**src/core/tpo_pkg.sv**
```systemverilog
// Shared constants of the timed pattern output unit.
package tpo_pkg;

  // ----------------------------------------------------------------------
  // Register indices (byte address is four times the index)
  // ----------------------------------------------------------------------
  localparam logic [27:0] IDX_PORT_VALUE    = 28'h5ffffc2;
  localparam logic [27:0] IDX_PIN_FN_HIGH   = 28'h5ffffcc;
  localparam logic [27:0] IDX_PIN_FN_LOW    = 28'h5ffffce;
  localparam logic [27:0] IDX_MODE          = 28'h5fffff0;
  localparam logic [27:0] IDX_TRIG_SEL      = 28'h5fffff1;
  localparam logic [27:0] IDX_UPPER_EN      = 28'h5fffff2;
  localparam logic [27:0] IDX_LOWER_EN      = 28'h5fffff3;
  localparam logic [27:0] IDX_UPPER_STAGED  = 28'h5fffff4;
  localparam logic [27:0] IDX_LOWER_STAGED  = 28'h5fffff5;
  localparam logic [27:0] IDX_UPPER_ALT     = 28'h5fffff6;
  localparam logic [27:0] IDX_LOWER_ALT     = 28'h5fffff7;
  localparam logic [27:0] IDX_GAP           = 28'h5fffff8;

  // ----------------------------------------------------------------------
  // Reset values
  // ----------------------------------------------------------------------
  localparam logic [15:0] RST_PORT_VALUE = 16'h0000;
  localparam logic [15:0] RST_PIN_FN     = 16'h0000;
  localparam logic [7:0]  RST_MODE       = 8'hf0;
  localparam logic [7:0]  RST_TRIG_SEL   = 8'hff;
  localparam logic [7:0]  RST_ENABLE     = 8'h00;
  localparam logic [7:0]  RST_STAGED     = 8'h00;
  localparam logic [7:0]  RST_GAP        = 8'h01;

  // ----------------------------------------------------------------------
  // Field codes and layout
  // ----------------------------------------------------------------------
  localparam logic [1:0]  PIN_FN_PATTERN = 2'b11;
  localparam logic [3:0]  RESERVED_NIB   = 4'hf;
  localparam logic [7:0]  RESERVED_BYTE  = 8'hff;
  localparam int          TRIG_FIELD_W   = 2;
  localparam int          MODE_NOVL_LSB  = 0;

  // Non-overlap sequencer states, one-hot.
  typedef enum logic [1:0] {
    TPO_ST_IDLE = 2'b01,
    TPO_ST_GAP  = 2'b10
  } tpo_state_e;

endpackage : tpo_pkg

```
**src/core/tpo_bus_handshake.sv**
```systemverilog
// Avalon-MM waitrequest sequencing for the register slave.
`timescale 1ns/1ns
module tpo_bus_handshake (
  input  wire logic i_clock,        // System clock.
  input  wire logic i_reset,        // Synchronous reset, active high.
  input  wire logic i_read,         // Avalon read request.
  input  wire logic i_write,        // Avalon write request.
  output logic      o_waitrequest,  // Registered waitrequest.
  output logic      o_capture,      // Pulse: build read data this cycle.
  output logic      o_accept        // Pulse: request completes at this edge.
);

  logic wait_r;
  logic wait_nxt;

  // Every request waits exactly one cycle, so read data can be registered.
  always_comb begin
    wait_nxt = 1'b1;
    if ((i_read || i_write) && wait_r) begin
      wait_nxt = 1'b0;
    end
  end

  // Register stage.
  always_ff @(posedge i_clock) begin
    if (i_reset) begin
      wait_r <= 1'b1;
    end else begin
      wait_r <= wait_nxt;
    end
  end

  assign o_waitrequest = wait_r;
  assign o_capture     = (i_read || i_write) && wait_r;
  assign o_accept      = (i_read || i_write) && !wait_r;

endmodule : tpo_bus_handshake

```
**src/core/tpo_group.sv**
```systemverilog
// One 4-bit output group: trigger-driven update with optional non-overlap gap.
`timescale 1ns/1ns
module tpo_group #(
  parameter int GAP_W = 8                 // Width of the gap count.
) (
  input  wire logic             i_clock,     // System clock.
  input  wire logic             i_reset,     // Synchronous reset, active high.
  input  wire logic             i_fire,      // Selected compare match.
  input  wire logic             i_nonoverlap,// Non-overlap mode for this group.
  input  wire logic [GAP_W-1:0] i_gap,       // Gap in clock cycles.
  input  wire logic [3:0]       i_staged,    // Staged next pattern.
  input  wire logic [3:0]       i_enable,    // Per-bit update enable.
  input  wire logic [3:0]       i_current,   // Present port value.
  output logic      [3:0]       o_mask,      // Bits to load this cycle.
  output logic      [3:0]       o_value      // Values for loaded bits.
);

  tpo_pkg::tpo_state_e state_r, state_nxt;
  logic [GAP_W-1:0]    cnt_r, cnt_nxt;
  logic [3:0]          rise_r, rise_nxt;

  // In non-overlap mode with a non-zero gap, falling bits go first; rising bits wait it out, so edges never overlap.
  always_comb begin
    state_nxt = state_r;
    cnt_nxt   = cnt_r;
    rise_nxt  = rise_r;
    o_mask    = 4'h0;
    o_value   = 4'h0;
    case (state_r)
      tpo_pkg::TPO_ST_GAP: begin
        cnt_nxt = cnt_r - 1'b1;
        if (cnt_r <= 1) begin
          o_mask    = rise_r;
          o_value   = 4'hf;
          state_nxt = tpo_pkg::TPO_ST_IDLE;
        end
      end
      default: state_nxt = tpo_pkg::TPO_ST_IDLE;
    endcase
    // A new trigger replaces any rising bits still waiting.
    if (i_fire) begin
      if (i_nonoverlap && (i_gap != '0)) begin
        o_mask    = i_enable & i_current & ~i_staged;
        o_value   = 4'h0;
        rise_nxt  = i_enable & ~i_current & i_staged;
        cnt_nxt   = i_gap;
        state_nxt = tpo_pkg::TPO_ST_GAP;
      end else begin
        o_mask    = i_enable;
        o_value   = i_staged;
        state_nxt = tpo_pkg::TPO_ST_IDLE;
      end
    end
  end

  // Register stage.
  always_ff @(posedge i_clock) begin
    if (i_reset) begin
      state_r <= tpo_pkg::TPO_ST_IDLE;
      cnt_r   <= '0;
      rise_r  <= 4'h0;
    end else begin
      state_r <= state_nxt;
      cnt_r   <= cnt_nxt;
      rise_r  <= rise_nxt;
    end
  end

endmodule : tpo_group

```
**src/core/tpo_unit.sv**
```systemverilog
// Top of the timed pattern output unit: register slave, triggers and pins.
`timescale 1ns/1ns
module tpo_unit #(
  parameter int GAP_W = 8                          // Width of the gap count.
) (
  input  wire logic        i_clock,               // 10 MHz system clock.
  input  wire logic        i_reset,               // Synchronous reset, active high.
  input  wire logic [27:0] i_avs_address,         // Word index.
  input  wire logic        i_avs_read,            // Read request.
  input  wire logic        i_avs_write,           // Write request.
  input  wire logic [31:0] i_avs_writedata,       // Write data.
  input  wire logic [3:0]  i_avs_byteenable,      // Byte lanes.
  output logic      [31:0] o_avs_readdata,        // Read data.
  output logic             o_avs_waitrequest,     // Wait request.
  input  wire logic [3:0]  i_compare_match,       // Timer channel compare pulses.
  output logic      [3:0]  o_dma_request,         // Per-group DMA start pulse.
  output logic      [15:0] o_pattern_pins,        // Pattern pin levels.
  output logic      [15:0] o_pattern_oe           // Pattern pin drive enables.
);

  // ----------------------------------------------------------------------
  // Helpers
  // ----------------------------------------------------------------------

  // Only bits 27..24 and 8..0 of the index take part in decode.
  function automatic logic hit(input logic [27:0] a, input logic [27:0] idx);
    hit = (a[27:24] == idx[27:24]) && (a[8:0] == idx[8:0]);
  endfunction : hit

  // Byte-lane merge for a 16-bit register.
  function automatic logic [15:0] merge16(input logic [15:0] old,
                                          input logic [31:0] wd,
                                          input logic [3:0]  be);
    merge16 = {be[1] ? wd[15:8] : old[15:8], be[0] ? wd[7:0] : old[7:0]};
  endfunction : merge16

  // ----------------------------------------------------------------------
  // Bus handshake
  // ----------------------------------------------------------------------
  logic capture;
  logic accept;
  logic wr_acc;

  tpo_bus_handshake u_hs (
    .i_clock       (i_clock),
    .i_reset       (i_reset),
    .i_read        (i_avs_read),
    .i_write       (i_avs_write),
    .o_waitrequest (o_avs_waitrequest),
    .o_capture     (capture),
    .o_accept      (accept)
  );

  assign wr_acc = accept && i_avs_write;

  // ----------------------------------------------------------------------
  // Register state
  // ----------------------------------------------------------------------
  logic [15:0]      port_r,   port_nxt;
  logic [15:0]      fnhi_r,   fnhi_nxt;
  logic [15:0]      fnlo_r,   fnlo_nxt;
  logic [7:0]       mode_r,   mode_nxt;
  logic [7:0]       trig_r,   trig_nxt;
  logic [7:0]       enhi_r,   enhi_nxt;
  logic [7:0]       enlo_r,   enlo_nxt;
  logic [7:0]       sthi_r,   sthi_nxt;
  logic [7:0]       stlo_r,   stlo_nxt;
  logic [GAP_W-1:0] gap_r,    gap_nxt;
  logic [31:0]      rdata_r,  rdata_nxt;
  logic [15:0]      pins_r,   pins_nxt;
  logic [15:0]      oe_r,     oe_nxt;
  logic [3:0]       dma_r,    dma_nxt;

  logic [15:0] enable_all;
  logic [7:0]  wb;
  logic        same_lo;
  logic        same_hi;
  logic [3:0]  fire;
  logic [15:0] hw_mask;
  logic [15:0] hw_val;
  logic [15:0] staged_all;
  logic [31:0] fn_all_nxt;

  // Flat views of paired registers, so each group and pin can take a slice.
  assign staged_all = {sthi_r, stlo_r};
  assign fn_all_nxt = {fnhi_nxt, fnlo_nxt};
  assign enable_all = {enhi_r, enlo_r};
  assign wb         = i_avs_byteenable[0] ? i_avs_writedata[7:0] : 8'h00;
  assign same_lo    = (trig_r[1:0] == trig_r[3:2]);
  assign same_hi    = (trig_r[5:4] == trig_r[7:6]);

  // ----------------------------------------------------------------------
  // Trigger selection and group sequencers
  // ----------------------------------------------------------------------
  // Each group samples the compare channel named by its two-bit field.
  genvar g;
  generate
    for (g = 0; g < 4; g++) begin : gen_grp
      logic [1:0] sel;
      assign sel     = trig_r[g*tpo_pkg::TRIG_FIELD_W +: tpo_pkg::TRIG_FIELD_W];
      assign fire[g] = i_compare_match[sel];
      tpo_group #(.GAP_W(GAP_W)) u_grp (
        .i_clock      (i_clock),
        .i_reset      (i_reset),
        .i_fire       (fire[g]),
        .i_nonoverlap (mode_r[tpo_pkg::MODE_NOVL_LSB + g]),
        .i_gap        (gap_r),
        .i_staged     (staged_all[g*4 +: 4]),
        .i_enable     (enable_all[g*4 +: 4]),
        .i_current    (port_r[g*4 +: 4]),
        .o_mask       (hw_mask[g*4 +: 4]),
        .o_value      (hw_val[g*4 +: 4])
      );
    end
  endgenerate

  // ----------------------------------------------------------------------
  // Register next values
  // ----------------------------------------------------------------------
  // Software writes land at the accept edge; hardware loads touch enabled
  // bits only, so the two never contend for the same port bit.
  always_comb begin
    port_nxt = port_r;
    fnhi_nxt = fnhi_r;
    fnlo_nxt = fnlo_r;
    mode_nxt = mode_r;
    trig_nxt = trig_r;
    enhi_nxt = enhi_r;
    enlo_nxt = enlo_r;
    sthi_nxt = sthi_r;
    stlo_nxt = stlo_r;
    gap_nxt  = gap_r;
    if (wr_acc) begin
      if (hit(i_avs_address, tpo_pkg::IDX_PORT_VALUE)) begin
        port_nxt = (merge16(port_r, i_avs_writedata, i_avs_byteenable) & ~enable_all)
                 | (port_r & enable_all);
      end
      if (hit(i_avs_address, tpo_pkg::IDX_PIN_FN_HIGH)) begin
        fnhi_nxt = merge16(fnhi_r, i_avs_writedata, i_avs_byteenable);
      end
      if (hit(i_avs_address, tpo_pkg::IDX_PIN_FN_LOW)) begin
        fnlo_nxt = merge16(fnlo_r, i_avs_writedata, i_avs_byteenable);
      end
      if (i_avs_byteenable[0]) begin
        if (hit(i_avs_address, tpo_pkg::IDX_MODE))     mode_nxt = wb;
        if (hit(i_avs_address, tpo_pkg::IDX_TRIG_SEL)) trig_nxt = wb;
        if (hit(i_avs_address, tpo_pkg::IDX_UPPER_EN)) enhi_nxt = wb;
        if (hit(i_avs_address, tpo_pkg::IDX_LOWER_EN)) enlo_nxt = wb;
        if (hit(i_avs_address, tpo_pkg::IDX_GAP))      gap_nxt  = wb[GAP_W-1:0];
        // Shared trigger: whole byte at the lower index; split: nibbles.
        if (hit(i_avs_address, tpo_pkg::IDX_LOWER_STAGED)) begin
          stlo_nxt = same_lo ? wb : {wb[7:4], stlo_r[3:0]};
        end
        if (hit(i_avs_address, tpo_pkg::IDX_LOWER_ALT) && !same_lo) begin
          stlo_nxt[3:0] = wb[3:0];
        end
        if (hit(i_avs_address, tpo_pkg::IDX_UPPER_STAGED)) begin
          sthi_nxt = same_hi ? wb : {wb[7:4], sthi_r[3:0]};
        end
        if (hit(i_avs_address, tpo_pkg::IDX_UPPER_ALT) && !same_hi) begin
          sthi_nxt[3:0] = wb[3:0];
        end
      end
    end
    // Triggered loads copy staged bits into enabled port bits only.
    port_nxt = (port_nxt & ~hw_mask) | (hw_val & hw_mask);
  end

  // Read data, output pins and DMA requests.
  always_comb begin
    rdata_nxt = rdata_r;
    if (capture) begin
      rdata_nxt = 32'h0000_0000;
      if (hit(i_avs_address, tpo_pkg::IDX_PORT_VALUE))  rdata_nxt[15:0] = port_r;
      if (hit(i_avs_address, tpo_pkg::IDX_PIN_FN_HIGH)) rdata_nxt[15:0] = fnhi_r;
      if (hit(i_avs_address, tpo_pkg::IDX_PIN_FN_LOW))  rdata_nxt[15:0] = fnlo_r;
      if (hit(i_avs_address, tpo_pkg::IDX_MODE))        rdata_nxt[7:0]  = mode_r;
      if (hit(i_avs_address, tpo_pkg::IDX_TRIG_SEL))    rdata_nxt[7:0]  = trig_r;
      if (hit(i_avs_address, tpo_pkg::IDX_UPPER_EN))    rdata_nxt[7:0]  = enhi_r;
      if (hit(i_avs_address, tpo_pkg::IDX_LOWER_EN))    rdata_nxt[7:0]  = enlo_r;
      if (hit(i_avs_address, tpo_pkg::IDX_GAP))         rdata_nxt[GAP_W-1:0] = gap_r;
      if (hit(i_avs_address, tpo_pkg::IDX_LOWER_STAGED)) begin
        rdata_nxt[7:0] = same_lo ? stlo_r : {stlo_r[7:4], tpo_pkg::RESERVED_NIB};
      end
      if (hit(i_avs_address, tpo_pkg::IDX_LOWER_ALT)) begin
        rdata_nxt[7:0] = same_lo ? tpo_pkg::RESERVED_BYTE
                                 : {tpo_pkg::RESERVED_NIB, stlo_r[3:0]};
      end
      if (hit(i_avs_address, tpo_pkg::IDX_UPPER_STAGED)) begin
        rdata_nxt[7:0] = same_hi ? sthi_r : {sthi_r[7:4], tpo_pkg::RESERVED_NIB};
      end
      if (hit(i_avs_address, tpo_pkg::IDX_UPPER_ALT)) begin
        rdata_nxt[7:0] = same_hi ? tpo_pkg::RESERVED_BYTE
                                 : {tpo_pkg::RESERVED_NIB, sthi_r[3:0]};
      end
    end
    // Pins take the new port value at the same edge the port bit changes.
    pins_nxt = port_nxt;
    for (int i = 0; i < 16; i++) begin
      oe_nxt[i] = (fn_all_nxt[2*i +: 2] == tpo_pkg::PIN_FN_PATTERN);
    end
    dma_nxt = fire;
  end

  // ----------------------------------------------------------------------
  // Register stage
  // ----------------------------------------------------------------------
  // No standby input exists here; staged data simply persists until reset.
  always_ff @(posedge i_clock) begin
    if (i_reset) begin
      port_r  <= tpo_pkg::RST_PORT_VALUE;
      fnhi_r  <= tpo_pkg::RST_PIN_FN;
      fnlo_r  <= tpo_pkg::RST_PIN_FN;
      mode_r  <= tpo_pkg::RST_MODE;
      trig_r  <= tpo_pkg::RST_TRIG_SEL;
      enhi_r  <= tpo_pkg::RST_ENABLE;
      enlo_r  <= tpo_pkg::RST_ENABLE;
      sthi_r  <= tpo_pkg::RST_STAGED;
      stlo_r  <= tpo_pkg::RST_STAGED;
      gap_r   <= tpo_pkg::RST_GAP[GAP_W-1:0];
      rdata_r <= 32'h0000_0000;
      pins_r  <= tpo_pkg::RST_PORT_VALUE;
      oe_r    <= 16'h0000;
      dma_r   <= 4'h0;
    end else begin
      port_r  <= port_nxt;
      fnhi_r  <= fnhi_nxt;
      fnlo_r  <= fnlo_nxt;
      mode_r  <= mode_nxt;
      trig_r  <= trig_nxt;
      enhi_r  <= enhi_nxt;
      enlo_r  <= enlo_nxt;
      sthi_r  <= sthi_nxt;
      stlo_r  <= stlo_nxt;
      gap_r   <= gap_nxt;
      rdata_r <= rdata_nxt;
      pins_r  <= pins_nxt;
      oe_r    <= oe_nxt;
      dma_r   <= dma_nxt;
    end
  end

  assign o_avs_readdata = rdata_r;
  assign o_pattern_pins = pins_r;
  assign o_pattern_oe   = oe_r;
  assign o_dma_request  = dma_r;

  // ----------------------------------------------------------------------
  // Assertions
  // ----------------------------------------------------------------------
  property p_reset_values;
    @(posedge i_clock) $past(i_reset) |->
      mode_r == 8'hf0 && trig_r == 8'hff && port_r == 16'h0000 &&
      {enhi_r, enlo_r, sthi_r, stlo_r} == 32'h0000_0000;
  endproperty
  a_reset_values: assert property (p_reset_values) else $error("reset values wrong");

  property p_staged_reset;
    @(posedge i_clock) disable iff (i_reset)
      $past(i_reset) |-> sthi_r == 8'h00 && stlo_r == 8'h00;
  endproperty
  a_staged_reset: assert property (p_staged_reset) else $error("staged not cleared");

  property p_locked_bits;
    @(posedge i_clock) disable iff (i_reset)
      (wr_acc && hit(i_avs_address, tpo_pkg::IDX_PORT_VALUE) && hw_mask == 16'h0) |=>
      ((port_r & $past(enable_all)) == ($past(port_r) & $past(enable_all)));
  endproperty
  a_locked_bits: assert property (p_locked_bits) else $error("locked port bit written");

  property p_transfer;
    @(posedge i_clock) disable iff (i_reset)
      (fire[0] && !mode_r[0]) |=>
      ((port_r[3:0] & $past(enlo_r[3:0])) == ($past(stlo_r[3:0]) & $past(enlo_r[3:0])));
  endproperty
  a_transfer: assert property (p_transfer) else $error("group 0 transfer wrong");

  property p_dma;
    @(posedge i_clock) disable iff (i_reset)
      i_compare_match[trig_r[3:2]] |=> o_dma_request[1];
  endproperty
  a_dma: assert property (p_dma) else $error("dma request missing");

  property p_select;
    @(posedge i_clock) disable iff (i_reset)
      (i_compare_match == 4'h0) |=> o_dma_request == 4'h0;
  endproperty
  a_select: assert property (p_select) else $error("group fired without trigger");

  property p_gap;
    @(posedge i_clock) disable iff (i_reset)
      (fire[0] && mode_r[0] && gap_r > 1) |=>
      ((port_r[3:0] & ~$past(port_r[3:0]) & $past(enlo_r[3:0] & stlo_r[3:0])) == 4'h0);
  endproperty
  a_gap: assert property (p_gap) else $error("rising edge not delayed");

  property p_pins;
    @(posedge i_clock) disable iff (i_reset)
      !$past(i_reset) |-> o_pattern_pins == port_r &&
      o_pattern_oe[15] == (fnhi_r[15:14] == 2'b11);
  endproperty
  a_pins: assert property (p_pins) else $error("pins do not track port");

  property p_reserved;
    @(posedge i_clock) disable iff (i_reset)
      (capture && i_avs_read && hit(i_avs_address, tpo_pkg::IDX_LOWER_ALT)) |=>
      o_avs_readdata[7:4] == 4'hf;
  endproperty
  a_reserved: assert property (p_reserved) else $error("reserved bits not one");

  property p_split_lo;
    @(posedge i_clock) disable iff (i_reset)
      (wr_acc && !same_lo && hit(i_avs_address, tpo_pkg::IDX_LOWER_STAGED)) |=>
      stlo_r[3:0] == $past(stlo_r[3:0]);
  endproperty
  a_split_lo: assert property (p_split_lo) else $error("split low nibble overwritten");

  property p_mirror;
    @(posedge i_clock) disable iff (i_reset)
      (wr_acc && i_avs_address[27:24] == 4'h5 && i_avs_address[8:0] == 9'h1f0 &&
       i_avs_byteenable[0]) |=> mode_r == $past(i_avs_writedata[7:0]);
  endproperty
  a_mirror: assert property (p_mirror) else $error("mirror decode failed");

  c_transfer: cover property (@(posedge i_clock) disable iff (i_reset)
    fire[0] && enlo_r[0]);
  c_gap: cover property (@(posedge i_clock) disable iff (i_reset)
    fire[0] && mode_r[0] && gap_r > 1);
  c_split_read: cover property (@(posedge i_clock) disable iff (i_reset)
    capture && i_avs_read && !same_hi && hit(i_avs_address, tpo_pkg::IDX_UPPER_ALT));

endmodule : tpo_unit

```
**config.mk**
```make
export PLATFORM = sky130hd
export DESIGN_NAME = tpo_unit
export DESIGN_NICKNAME = d
export VERILOG_FILES = /design/src/core/tpo_pkg.sv /design/src/core/tpo_bus_handshake.sv /design/src/core/tpo_group.sv /design/src/core/tpo_unit.sv
export SDC_FILE = /design/constraint.sdc
export NUM_CORES = 1
export LEC_CHECK = 0
export ABC_AREA = 1
export BUFFER_PORTS_ARGS = -buffer_cell sky130_fd_sc_hd__buf_4
export CORE_AREA = 2 2 140 142
export CTS_CLUSTER_DIAMETER = 150
export CTS_CLUSTER_SIZE = 10
export DETAILED_ROUTE_END_ITERATION = 12
export DIE_AREA = 0 0 142 144
export PLACE_DENSITY = 0.8
export SYNTH_ARGS = -nofsm -noshare
export SYNTH_HDL_FRONTEND = slang
export SYNTH_HIERARCHICAL = 1
export SYNTH_SLANG_ARGS = --single-unit
```
**constraint.sdc**
```tcl
create_clock -name i_clock -period 2.6 [get_ports i_clock]
set_clock_uncertainty 0.15 [all_clocks]
set_input_delay 0.26 -clock i_clock [delete_from_list [all_inputs] [get_ports i_clock]]
set_output_delay 0.26 -clock i_clock [all_outputs]
set_load 0.1 [all_outputs]
```
; Word level (Yosys, flattened, before mapping)
; Cells that the tools add are included.
[word_totals]
reg_bits = 197
wordCells = 257
[classes]
n_addsub = 4
n_lt_le_gt_ge = 8
eq_ne = 39
muxes = 103
n_bitwise = 32
reduce_logical = 43
[ops]
columns = operator, count
row1 = 2-to-1 mux 8 bit, 27
row2 = 2-to-1 mux 4 bit, 42
row3 = 2-to-1 mux 16 bit, 9
row4 = "equality test 9 bit, second input constant", 12
row5 = bitwise AND 16 bit, 4
row6 = bitwise AND 4 bit, 16
row7 = "equality test 2 bit, second input constant", 20
row8 = "<= comparator 8 x 1 -> 1 bit, second input constant", 4
row9 = 2-to-1 mux 2 bit, 16
row10 = NOT 16 bit, 2
row11 = NOT 4 bit, 8
row12 = bitwise OR 16 bit, 2
row13 = "subtractor 8 x 1 -> 8 bit, second input constant", 4
row14 = logical AND 1 bit, 21
row15 = AND reduction 3 bit, 7
row16 = "< comparator 2 x 3 -> 1 bit, second input constant", 4
row17 = "!= test 3 x 1 -> 1 bit, second input constant", 4
row18 = binary-select mux 1 bit (select 2 bit), 4
row19 = AND reduction 2 bit, 4
row20 = AND reduction 4 bit, 2
row21 = nonzero test 2 bit, 4
row22 = nonzero test 8 bit, 1
row23 = 2-to-1 mux 1 bit, 5
row24 = equality test 2 bit, 2
row25 = 3 further kinds, 5

; Logic depth before layout (Yosys ltp)
; Gate-level depths: netlist of the first run.
[logic_depth]
word_depth = 14
ltp_mapped = 15

; By module
; Netlist of the first run, hierarchy kept.
[by_module_without_submodules]
columns = mod, instances, cells_each, area_each_um2, seq_area_each_um2
row1 = tpo_unit, 1, 889, 6620.1, 2802.7
row2 = tpo_group (gen_grp[0].u_grp ...), 2, 188, 1076.0, 280.3
row3 = tpo_group (gen_grp[2].u_grp), 1, 190, 1089.8, 280.3
row4 = tpo_group (gen_grp[3].u_grp), 1, 190, 1077.3, 280.3
row5 = tpo_bus_handshake, 1, 8, 56.3, 20.0

; Worst setup path before layout of the first run
; No wires, ideal clock.
[synth_timing]
kind = reg-to-reg
from = register u_hs.wait_r, in the netlist u_hs/o_waitrequest
to = register enlo_r[4]
setup_ns = 0.086
t_arrival_ns = 2.062
setup_slack_ns = 0.303
path_stages_with_launch = 10
path_buffers = 1
period_less_slack_ns = 2.297
cell_sequence = dfxtp_1 -> a21oi_2 -> nand2_1 -> inv_2 -> nand2_1 -> inv_2 -> nand4_1 -> clkbuf_1 -> nor2_1 -> a211oi_1
[synth_between]
elab_chain_len = 4
[synth_lines]
columns = element, line_no
row1 = from (decl), tpo_bus_handshake.sv:13  ; logic wait_r;
row2 = from (signal assigned), tpo_bus_handshake.sv:29  ; wait_r <= wait_nxt;
row3 = zero test 1 bit, tpo_bus_handshake.sv:35  ; assign o_accept = (i_read || i_write) && !wait_r;
row4 = logical AND 1 bit, tpo_bus_handshake.sv:35
row5 = named net accept, tpo_unit.sv:41  ; logic accept;
row6 = logical AND 1 bit, tpo_unit.sv:54  ; assign wr_acc = accept && i_avs_write;
row7 = AND reduction 3 bit (no source line), --
row8 = to (signal assigned), tpo_unit.sv:217  ; enlo_r <= tpo_pkg::RST_ENABLE;
row9 = to (signal assigned), tpo_unit.sv:232  ; enlo_r <= enlo_nxt;
row10 = to (decl), tpo_unit.sv:65  ; logic [7:0] enlo_r, enlo_nxt;
; The timed path passes the listed nets, and every way through them passes these cells.
; A chain may end at the register's enable or synchronous reset.

; Worst setup path in the final report of the first run
[layout_timing]
from = input port i_avs_write
to = register enlo_r[3]
[layout_between]
elab_chain_len = 4
[layout_lines]
columns = element, line_no
row1 = from (decl), tpo_unit.sv:10  ; input wire logic i_avs_write,
row2 = logical OR 1 bit, tpo_bus_handshake.sv:35
row3 = logical AND 1 bit, tpo_bus_handshake.sv:35
row4 = named net accept, tpo_unit.sv:41
row5 = logical AND 1 bit, tpo_unit.sv:54
row6 = AND reduction 3 bit (no source line), --
; The timed path passes the listed nets, and every way through them passes these cells.

==> key figures, run 1 <==
Min path
  • Worst hold path class: input pin to flip-flop
  • Hold path start: i_avs_writedata[2]

Floorplan
  • Num rows: around 50
  • Die Width: 142 um
  • Initial Utilization: 57.63%
  • Die ar.: around 20000 sq um
  • CORE AREA: between 15000 and 20000 sq um
  • Die height: roughly 140 um
  • Total I/O pin count: 141

Drt
  • DRC viols: 0
  • Total number of vias: 11.15k
  • DR WL/cell: around 16 um
  • Initial DRC Count: about 990
  • First drt pass iteration count: 6
  • Routed Antenna Nets: 0
  • Routed WL: approximately 32000 um
  • Via density: roughly 5.6

GRT
  • GR Util met3: 4.305%
  • GR Util met2: roughly half
  • Met1 Use GR: between 40 and 50%
  • Vias in the first global route: between 9k and 10k
  • Initial antenna violation count: 0
  • GRT overflow: 0
  • GRT Resource Usage Total: a little under a third
  • First-pass GRT wire length: roughly 51000 um
  • Pin count of the biggest net entering global routing: between 50 and 60
  • GR peak layer: met2

Power and ir drop
  • P_sw: around 1900 uW
  • Internal power: 4466 uW
  • Clock share of power: ~43%
  • Pwr Density: slightly above 500 nW/um^2
  • P_leak: between 0.005 and 0.006 uW
  • Seq pwr share: around half
  • Sw Share: between 20% and 30%
  • Part of the power in combinational logic: 9.3%
  • Max rail drop VDD: ~0.48 mV

Yosys
  • Dominant synthesized flop cell: dfxtp_1
  • Sequential area share after synthesis: 35.87%
  • Post-synth EDFFs: 0
  • Post-synth ARST share: 0%
  • Yosys reg bits: between 150 and 200
  • Netlist cell types: a little over 50
  • Synthesized cell area: ~11000 sq um
  • Synth warn: 6
  • Gate Count Post-Synth: roughly 1.7k
  • Syn avg cell area: roughly 6.7 sq um

Timing
  • Setup TNS: 0 ns
  • Setup Viol. Count Final: 0
  • Relative slew margins: roughly 55%
  • Final Critical Period: 2.421 ns
  • RSZ-0062 raised after global routing: false
  • Fmax: between 400 and 500 MHz
  • Final Hold Vio Count: 0
  • Final Max Tran Viols: 0
  • Period utilisation layout: between 90% and 100%
  • Worst Tran Pin Value: about 0.67 ns

Placed design
  • Hpwl dp: between 20000 and 25000 um
  • I/O Buffers: 91
  • Placed cells: 1955
  • RePlAce Congestion: 0.9723

Finish
  • Core Util, Final: around 66%
  • Synthesis-to-layout area growth: 14.32%
  • Final Non-Filler Cells: approximately 2k
  • NumNets Final: between 1.5k and 2k
  • Antenna fix cells: 0
  • Share of cells above drive strength 1: between 10% and 20%

CTS
  • CTS max path bufs: 2
  • Clock-pin slew of the registers on the worst-case setup and hold paths: about 0.080 ns
  • Root buffer cell: clkbuf_16
  • Postcts setup bufs: 0
  • Clock Latency Late Sink: 0.45 ns
  • H-tree level count: 4
  • Post-cts sizing count: 0
  • Number of CTS-inserted buffers: 17
  • CTS tree: yes
  • CTS Sinks: approximately 200

Critical path
  • CP startpoint: i_avs_write
  • Setup crit end kind: flip-flop
  • Critical R2R Launch: trig_r[4]
  • Flop2flop setup slack: about 0.33 ns
  • CP Class: input pin to flip-flop
  • Critical Path AT: between 2 and 3 ns
  • Required @ worst endpoint: around 2.8 ns
  • Crit Path Max Fanout: 12
  • Startpoint class of the critical path: input pin

Outcome
  • Status: finished, final reports clean

Run
  • Max-cap violation count: 0
[area by class of cell]
class | instances | area, sq um
clock buffer | 17 | 425.4
clock inverter | 15 | 181.4
fill | 1692 | 6510
inverter | 269 | 1010
multi-input combinational | 1135 | 5718
sequential | 197 | 3944
tap | 238 | 297.8
timing repair buffer | 127 | 993.5
[final timing paths]
path | end | depth (start not counted)
hold / removal | enlo_r[2] | 3
setup / recovery | enlo_r[3] | 10
setup reg to reg | flip-flop | 9
hold reg to reg | u_hs/o_waitrequest | 1
[power by group through the flow]
stage	logic, uW	registers [uW]	clock network [uW]
after detailed placement	561	3110	0
after CTS	576	3040	2720
after global routing	614	3050	2850
final	585	3040	2690
after floorplan	292	3240	0
after global placement	558	3110	0
[state kept, by name, summed over array words and instances, names as in the netlist, named ones only]
register and flops:
fnlo_r 16, gen_grp.u_grp/cnt_r 32, enlo_r 8, trig_r 8, mode_r 8, gap_r 8
u_hs/o_waitrequest 1, o_avs_readdata 16, sthi_r 8, enhi_r 8, o_dma_request 4, gen_grp.u_grp/state_r 8
fnhi_r 16, gen_grp.u_grp/rise_r 16, o_pattern_oe 16, stlo_r 8
[worst max-delay path, cell delays in order]
cell	delay (ns)
dlygate4sd3_1	0.53
buf_4	0.11
inv_1	0.05
a21oi_2	0.11
nand2_1	0.08
inv_2	0.10
nand2_1	0.15
inv_2	0.25
nand4_1	0.53
a221oi_1	0.42
[layout by cell type, fill, tap and decap left out, types with 5 or more instances in the layout]
| master | netlist | routed |
|---|---|---|
| nor2_1 | 256 | 256 |
| ha_1 | 8 | 8 |
| buf_4 | 19 | 115 |
| nand2_4 | 5 | 5 |
| nand3_1 | 86 | 86 |
| inv_1 | 245 | 245 |
| a221oi_1 | 19 | 19 |
| inv_2 | 24 | 24 |
| nor3_1 | 26 | 26 |
| o21ai_0 | 106 | 106 |
| a211oi_1 | 14 | 14 |
| o21ai_1 | 14 | 14 |
| nand2_1 | 327 | 327 |
| nand2_2 | 24 | 24 |
| nor2_2 | 8 | 8 |
| a22oi_1 | 16 | 16 |
| nor2_4 | 9 | 9 |
| dlygate4sd3_1 | 0 | 11 |
| nand4_1 | 54 | 54 |
| o211ai_1 | 22 | 22 |
| clkbuf_16 | 0 | 17 |
| mux2i_1 | 9 | 9 |
| conb_1 | 1 | 16 |
| dfxtp_1 | 197 | 197 |
| nor4_1 | 5 | 5 |
| nor3b_1 | 14 | 14 |
| o221ai_1 | 7 | 7 |
| a21oi_1 | 41 | 41 |
| a31oi_1 | 8 | 8 |
| clkinv_8 | 0 | 5 |
| inv_6 | 0 | 5 |
[Yosys cell counts, types with 22 or more instances]
library cell / n / area [sq um]
dfxtp_1: 197 / 3944
nor2_1: 256 / 960.9
inv_2: 24 / 90.09
a21oi_1: 41 / 205.2
nand4_1: 54 / 337.8
nand3_1: 86 / 430.4
clkbuf_1: 26 / 97.59
nor3_1: 26 / 130.1
o21ai_0: 106 / 530.5
nand2_1: 327 / 1227
o211ai_1: 22 / 165.2
nand2_2: 24 / 150.1
inv_1: 245 / 919.6
[kinds of logic after synthesis]
family / Yosys count / share of synthesized area [%]
AO/OA/AOI/OAI: 269 / 15.18
buffers and inverters: 336 / 12.64
AND/OR/NAND/NOR: 827 / 34.07
other: 1 / 0.03410
adder cells (fa/ha/maj): 8 / 0.9104
XOR/XNOR: 6 / 0.4779
multiplexers: 9 / 0.8193
flip-flops: 197 / 35.87
[routing by layer]
metal | up-vias | share of wire (%) | wire [um]
met1 | 5048 | 44 | 13990
met5 | - | 0 | 0
met4 | 0 | 3.6 | 1160
li1 | 5539 | - | -
met3 | 82 | 7.3 | 2348
met2 | 485 | 45 | 14510
[repair_timing]
item                                    in CTS  in global routing
endpoints found under the setup margin       0                  0
endpoints found under the hold margin       18                  0
hold buffers                                11                  0
[metrics by stage]
step	total power (uW)	hold WS [ns]	cell area [sq um]	setup slack, ns
6_report	6322	0.005193	12570	0.1788
5_1_grt	6508	0.01976	12570	0.05295
4_1_cts	6341	0.0007708	12570	0.2424
3_5_place_dp	3676	0.2847	11850	0.2660
3_3_place_gp	3673	0.2797	11850	0.3631
2_1_floorplan	3531	0.1908	11050	0.3026
Power figures use the tool's default switching activity.
==> run 2: changes to the inputs <==
--- a/config.mk
+++ b/config.mk
@@ -7,12 +7,15 @@
 export LEC_CHECK = 0
 export ABC_AREA = 1
 export BUFFER_PORTS_ARGS = -buffer_cell sky130_fd_sc_hd__buf_4
-export CORE_AREA = 2 2 140 142
+export CELL_PAD_IN_SITES_DETAIL_PLACEMENT = 1
+export CELL_PAD_IN_SITES_GLOBAL_PLACEMENT = 2
+export CORE_AREA = 2 2 189 191
 export CTS_CLUSTER_DIAMETER = 150
 export CTS_CLUSTER_SIZE = 10
 export DETAILED_ROUTE_END_ITERATION = 12
-export DIE_AREA = 0 0 142 144
-export PLACE_DENSITY = 0.8
+export DIE_AREA = 0 0 191 193
+export PLACE_DENSITY_LB_ADDON = 0.1
+export SETUP_SLACK_MARGIN = 0.02
 export SYNTH_ARGS = -nofsm -noshare
 export SYNTH_HDL_FRONTEND = slang
 export SYNTH_HIERARCHICAL = 1
==> run 2 against run 1 <==
Count of clock-buffer cells in the layout is 2 higher. Sequential share of layout area is 1.2 points lower. Core utilization is 29 points lower. Clock power is 7% higher. Die area is 80% higher. First-iteration DRC count is 49% lower. Register-to-register slack worse by 0.03 ns. Largest power group unchanged.
==> key figures, run 2 (same netlist as run 1, synthesis figures left out) <==
Critical path
  • Setup crit end kind: flip-flop
  • Startpoint class of the critical path: flip-flop
  • Worst reg2reg path depth: 11 (+2)
  • CP Class: flip-flop to flip-flop
  • Flop2flop setup slack: 0.30 ns (-0.03 ns)
  • CP startpoint: trig_r[6]
  • Crit Path Max Fanout: 6 (-6)
  • Required @ worst endpoint: 2.84 ns (+0.05 ns)
  • Critical R2R Launch: trig_r[6]
  • Critical Path AT: 2.54 ns (-0.07 ns)

GRT
  • GRT overflow: 0 (unchanged)
  • GR Util met3: 2.606% (-1.7 points)
  • GR peak layer: met2
  • Met1 Use GR: 30.50% (-12 points)
  • GRT Resource Usage Total: 22.30% (-9.1 points)
  • GR Util met2: 37.40% (-13 points)
  • Pin count of the biggest net entering global routing: 60 (+3.4%)
  • Initial antenna violation count: 0 (unchanged)
  • First-pass GRT wire length: 62910 um (+24%)
  • Vias in the first global route: 11.03k (+11%)

Timing
  • Fmax: 434.6 MHz (+5.2%)
  • Final Critical Period: 2.301 ns (-0.1203 ns)
  • Worst Tran Pin Value: 0.6298 ns (-0.04215 ns)
  • Relative slew margins: 58.02% (+3.2 points)
  • Final Max Tran Viols: 0 (unchanged)
  • Period utilisation layout: 88.50% (-4.6 points)
  • Final Hold Vio Count: 0 (unchanged)
  • Setup TNS: 0 ns (unchanged)
  • Setup Viol. Count Final: 0 (unchanged)
  • RSZ-0062 raised after global routing: false

Finish
  • Most frequent cells in the layout: nand2_1 (327), nor2_1 (256), inv_1 (245)
  • Antenna fix cells: 0 (unchanged)
  • NumNets Final: 1854 (+1.5%)
  • Share of cells above drive strength 1: 14.05% (+0.99 points)
  • Largest register FFs: 32 (unchanged)
  • Synthesis-to-layout area growth: 18.75%
  • Commonest non-fill, non-tap cell in the layout: nand2_1
  • Largest reg by FF count: gen_grp.u_grp/cnt_r
  • Area of the multi-input gates: 5718 sq um (unchanged)
  • Storage cell area: 3944 sq um (unchanged)
  • Final Non-Filler Cells: 2247 (+12%)
  • Fill count: 4493 (+170%)

Min path
  • Hold path start: i_compare_match[0]
  • Worst hold path class: input pin to flip-flop

Floorplan
  • Die Width: 191 um (+35%)
  • CORE AREA: 34960 sq um (+83%)
  • Die ar.: 36860 sq um (+80%)
  • Num rows: 69 (+35%)
  • Total I/O pin count: 141 (unchanged)
  • Die height: 193 um (+34%)
  • Initial Utilization: 31.45% (-26 points)

Outcome
  • Status: finished, final reports clean

Power and ir drop
  • Max rail drop VDD: 0.4124 mV (-14%)
  • P_leak: 0.005820 uW (+2.2%)
  • Pwr Density: 499.6 nW/um^2 (-0.67%)

Run
  • Max-cap violation count: 0 (unchanged)

Drt
  • Total number of vias: 10.95k (-1.8%)
  • Initial DRC Count: 500 (-49%)
  • First drt pass iteration count: 5 (-1)
  • Routed WL: 39950 um (+25%)
  • DRC viols: 0 (unchanged)
  • Routed Antenna Nets: 0 (unchanged)
  • DR WL/cell: 17.78 um (+11%)
  • Via density: 4.873 (-13%)

CTS
  • CTS max path bufs: 2 (unchanged)
  • Number of CTS-inserted buffers: 17 (unchanged)
  • Clock-pin slew of the registers on the worst-case setup and hold paths: 0.08 ns (about the same)
  • Root buffer cell: clkbuf_16
  • H-tree level count: 4 (unchanged)
  • Postcts setup bufs: 0 (unchanged)
  • CTS tree: yes
  • CTS Sinks: 197 (unchanged)
  • Clock Latency Late Sink: 0.45 ns (about the same)

Placed design
  • Placed cells: 2201 (+13%)
  • Hpwl dp: 31010 um (+32%)
  • RePlAce Congestion: 0.8899 (-8.5%)
  • I/O Buffers: 91 (unchanged)
## run 2: cell types whose count changed in the layout (fill, tap and decap cells not counted)
cell,change
buf_4,+24
clkinv_8,-4
dlygate4sd3_1,+4
bufinv_16,+3
clkinvlp_4,+2
inv_6,-2
buf_12,-1
clkbuf_1,+1
clkbuf_8,+1
clkinv_2,+1
clkinv_4,-1
inv_12,-1
inv_8,-1
## run 2: layer usage
layer	wire, um	up-vias	share of wire, %
li1	-	5582	-
met1	19810	5191	50
met2	18490	152	46
met3	1115	25	2.8
met4	532	0	1.3
met5	0	-	0
## run 2: timing repair
action / 4_1_cts / 5_1_grt
hold buffers: 15 / 0
hold endpoints to repair: 31 / 0
resized for setup: 0 / 0
## run 2: cell type report
type | instances | area share (%)
Sequential cell | 197 | 30.20
Inverter | 269 | 7.733
Tap cell | 461 | 4.417
Timing Repair Buffer | 154 | 9.141
Clock inverter | 12 | 1.322
Clock buffer | 19 | 3.392
Multi-Input combinational cell | 1135 | 43.79
## run 2: worst max-delay path, stage by stage, from the launching register on
cell and delay, ns:
dfxtp_1 0.45, nor2_1 0.08, a21oi_1 0.14, or2_2 0.14
nand2_1 0.30, nor2_4 0.31, nand3_1 0.13, nand2_1 0.12
inv_1 0.06, o31ai_1 0.07, o21ai_0 0.11, a31oi_1 0.17
## run 2: worst min path at each step
| stage | to | slack (ns) | cells past startpoint |
|---|---|---|---|
| 2_1_floorplan | gen_grp[0].u_grp/state_r[1] | 0.19 | 1 |
| 3_3_place_gp | u_hs/o_waitrequest | 0.29 | 1 |
| 3_5_place_dp | u_hs/o_waitrequest | 0.30 | 1 |
| 4_1_cts | o_dma_request[2] | 0.002 | 3 |
| 5_1_grt | fnlo_r[3] | 0.02 | 3 |
| 6_report | o_dma_request[2] | 0.03 | 3 |
## run 2: power by group
part	leakage, uW	internal [uW]	switching, uW
registers	0.00159	3030	10.0
clock network	0.000295	1560	1310
logic	0.00394	129	479
## run 2: stage by stage
| step | total power [uW] | instance area, sq um | utilization, % | hold WS (ns) | worst slack (ns) |
|---|---|---|---|---|---|
| final | 6523 | 13060 | 37.34 | 0.02532 | 0.2991 |
| after global routing | 6771 | 13060 | 37.34 | 0.02009 | 0.1404 |
| after CTS | 6611 | 13060 | 37.34 | 0.002118 | 0.3092 |
| after detailed placement | 3705 | 12290 | 35.15 | 0.3001 | 0.2898 |
| after global placement | 3702 | 12290 | 35.15 | 0.2852 | 0.3025 |
| after floorplan | 3531 | 11050 | - | 0.1908 | 0.3026 |
==> run 3: changes to the inputs <==
--- a/config.mk
+++ b/config.mk
@@ -9,11 +9,11 @@
 export BUFFER_PORTS_ARGS = -buffer_cell sky130_fd_sc_hd__buf_4
 export CELL_PAD_IN_SITES_DETAIL_PLACEMENT = 1
 export CELL_PAD_IN_SITES_GLOBAL_PLACEMENT = 2
-export CORE_AREA = 2 2 189 191
+export CORE_AREA = 2 2 218 166
 export CTS_CLUSTER_DIAMETER = 150
 export CTS_CLUSTER_SIZE = 10
 export DETAILED_ROUTE_END_ITERATION = 12
-export DIE_AREA = 0 0 191 193
+export DIE_AREA = 0 0 220 168
 export PLACE_DENSITY_LB_ADDON = 0.1
 export SETUP_SLACK_MARGIN = 0.02
 export SYNTH_ARGS = -nofsm -noshare
==> run 3 against run 2 <==
Global-route usage rose by 0.74 points. Design area fell by 0.32%. Power fell by 1.6%. Flip-flop and latch count did not move. Count of clock-buffer cells in the layout fell by 2. Register-to-register slack barely moved. Non-clock buffer count fell by 6. Worst setup slack got worse by 0.10 ns. Combinational power rose by 0.8%. Die area rose by 0.26%. Hold slack improved by 0.013 ns. Wire length rose by 3.5%. Largest cell class unchanged. Highest routed layer unchanged.
==> key figures, run 3 (same netlist as run 1, synthesis figures left out) <==
Outcome
  • Status: finished, final reports clean

Drt
  • Initial DRC Count: 660 (+32%)
  • DR WL/cell: 18.42 um (+3.6%)
  • Via density: 4.927 (+1.1%)
  • First drt pass iteration count: 5 (unchanged)
  • Routed WL: 41360 um (+3.5%)
  • DRC viols: 0 (unchanged)
  • Routed Antenna Nets: 0 (unchanged)
  • Total number of vias: 11.07k (+1.1%)

Timing
  • Setup TNS: 0 ns (unchanged)
  • Final Critical Period: 2.402 ns (+0.1014 ns)
  • Worst Tran Pin Value: 0.6714 ns (+0.04166 ns)
  • Final Hold Vio Count: 0 (unchanged)
  • Final hold slack: 0.03853 ns (+0.01322 ns)
  • Setup Viol. Count Final: 0 (unchanged)
  • RSZ-0062 raised after global routing: false
  • Relative slew margins: 54.83% (-3.2 points)
  • Period utilisation layout: 92.40% (+3.9 points)
  • Fmax: 416.3 MHz (-4.2%)
  • Final Max Tran Viols: 0 (unchanged)

Placed design
  • RePlAce Congestion: 0.8742 (-1.8%)
  • I/O Buffers: 91 (unchanged)
  • Area after DPL: 12280 sq um (about the same)
  • Hpwl dp: 32200 um (+3.8%)

Finish
  • Fill count: 4520 (+0.60%)
  • Largest register FFs: 32 (unchanged)
  • Most frequent cells in the layout: nand2_1 (327), nor2_1 (255), inv_1 (245)
  • Share of cells above drive strength 1: 13.98% (-0.073 points)
  • Synthesis-to-layout area growth: 18.38%
  • NumNets Final: 1848 (-0.32%)
  • Antenna fix cells: 0 (unchanged)
  • Layout Cell Area excl Fill: 13020 sq um (-0.32%)
  • Commonest non-fill, non-tap cell in the layout: nand2_1
  • Largest reg by FF count: gen_grp.u_grp/cnt_r
  • Core Util, Final: 37.05% (-0.30 points)

Run
  • Max-cap violation count: 0 (unchanged)

GRT
  • Met1 Use GR: 35.21% (+4.7 points)
  • GR Util met2: 33.81% (-3.6 points)
  • GRT overflow: 0 (unchanged)
  • GR Util met3: 4.499% (+1.9 points)
  • GRT Resource Usage Total: 23.04% (+0.74 points)
  • First-pass GRT wire length: 65150 um (+3.6%)
  • GR peak layer: met1
  • Vias in the first global route: 10.97k (-0.60%)
  • Pin count of the biggest net entering global routing: 89 (+48%)
  • Initial antenna violation count: 0 (unchanged)

CTS
  • H-tree level count: 4 (unchanged)
  • Root buffer cell: clkbuf_16
  • Clock-pin slew of the registers on the worst-case setup and hold paths: 0.08 ns (about the same)
  • CTS max path bufs: 2 (unchanged)
  • Clock Latency Late Sink: 0.47 ns (+0.02 ns)
  • Number of CTS-inserted buffers: 17 (unchanged)
  • CTS Sinks: 197 (unchanged)
  • CTS tree: yes

Critical path
  • Required @ worst endpoint: 2.81 ns (-0.03 ns)
  • Startpoint class of the critical path: input pin
  • Flop2flop setup slack: 0.31 ns (about the same)
  • Crit Path Max Fanout: 9 (+3)
  • Setup crit end kind: flip-flop
  • Critical Path AT: 2.61 ns (+0.07 ns)
  • CP max stage delay: 0.54 ns (+0.09 ns)
  • CP Class: input pin to flip-flop
  • Worst-path cell chain: dlygate4sd3_1 -> buf_4 -> inv_1 -> a21oi_2 -> nand2_1 -> inv_2 -> nand2_1 -> inv_2 -> nand3_1 -> a221oi_1
  • Slowest CP cell: dlygate4sd3_1

Floorplan
  • Die ar.: 36960 sq um (+0.26%)
  • Num rows: 60 (-13%)
  • Initial Utilization: 31.30% (-0.15 points)
  • Die height: 168 um (-13%)
  • CORE AREA: 35130 sq um (+0.48%)
  • Total I/O pin count: 141 (unchanged)
  • Die Width: 220 um (+15%)

Power and ir drop
  • Pwr Density: 493.2 nW/um^2 (-1.3%)
  • Max rail drop VDD: 0.3652 mV (-11%)
  • P_leak: 0.005803 uW (-0.31%)

Min path
  • Worst hold path class: input pin to flip-flop
-- run 3: metrics by stage --
stage               total power, uW  worst slack (ns)  std cells
floorplan                      3531            0.3026       1668
global placement               3711            0.2193       2200
detailed placement             3712            0.2004       2200
CTS                            6507            0.2073       2246
global route                   6664           0.02855       2246
finish                         6420            0.1977       2246
-- run 3: final cells by class --
type	instances	area, sq um	area share, %
clock buffer	17	425.4	3.268
multi-input combinational	1135	5720	43.95
inverter	269	1010	7.757
sequential	197	3944	30.30
clock inverter	15	163.9	1.259
tap	465	581.8	4.470
timing repair buffer	148	1171	8.997
-- run 3: what timing repair did --
action	in CTS	in global routing
hold buffers	14	0
hold endpoints to repair	32	0
gates resized for setup	0	1
buffers inserted	0	0
endpoints found under the setup margin	0	2
-- run 3: worst paths after layout --
| check | cells after the start | to | startpoint |
|---|---|---|---|
| hold / removal | 2 | fnlo_r[11] | i_reset |
| setup reg to reg | 12 | flip-flop | trig_r[6] |
| hold reg to reg | 1 | u_hs/o_waitrequest | u_hs/o_waitrequest |
| setup / recovery | 10 | mode_r[1] | i_avs_write |
-- run 3: metal layers --
metal	wire length [um]	vias to the layer above
met3	1998	19
met4	261	0
met1	21930	5262
met2	17180	215
met5	0	-
li1	-	5571
-- run 3: critical path: cells and delay by family --
kind / cells / cell delay [ns]
compound gates: 2 / 0.49
buf+inv: 5 / 1.16
simple gates: 3 / 0.69
-- run 3: where the power goes --
group / total, uW / internal [uW] / leakage (uW) / switching (uW)
clock: 2760 / 1370 / 0.000292 / 1390
sequential: 3040 / 3030 / 0.00159 / 11.3
combinational: 614 / 131 / 0.00392 / 483
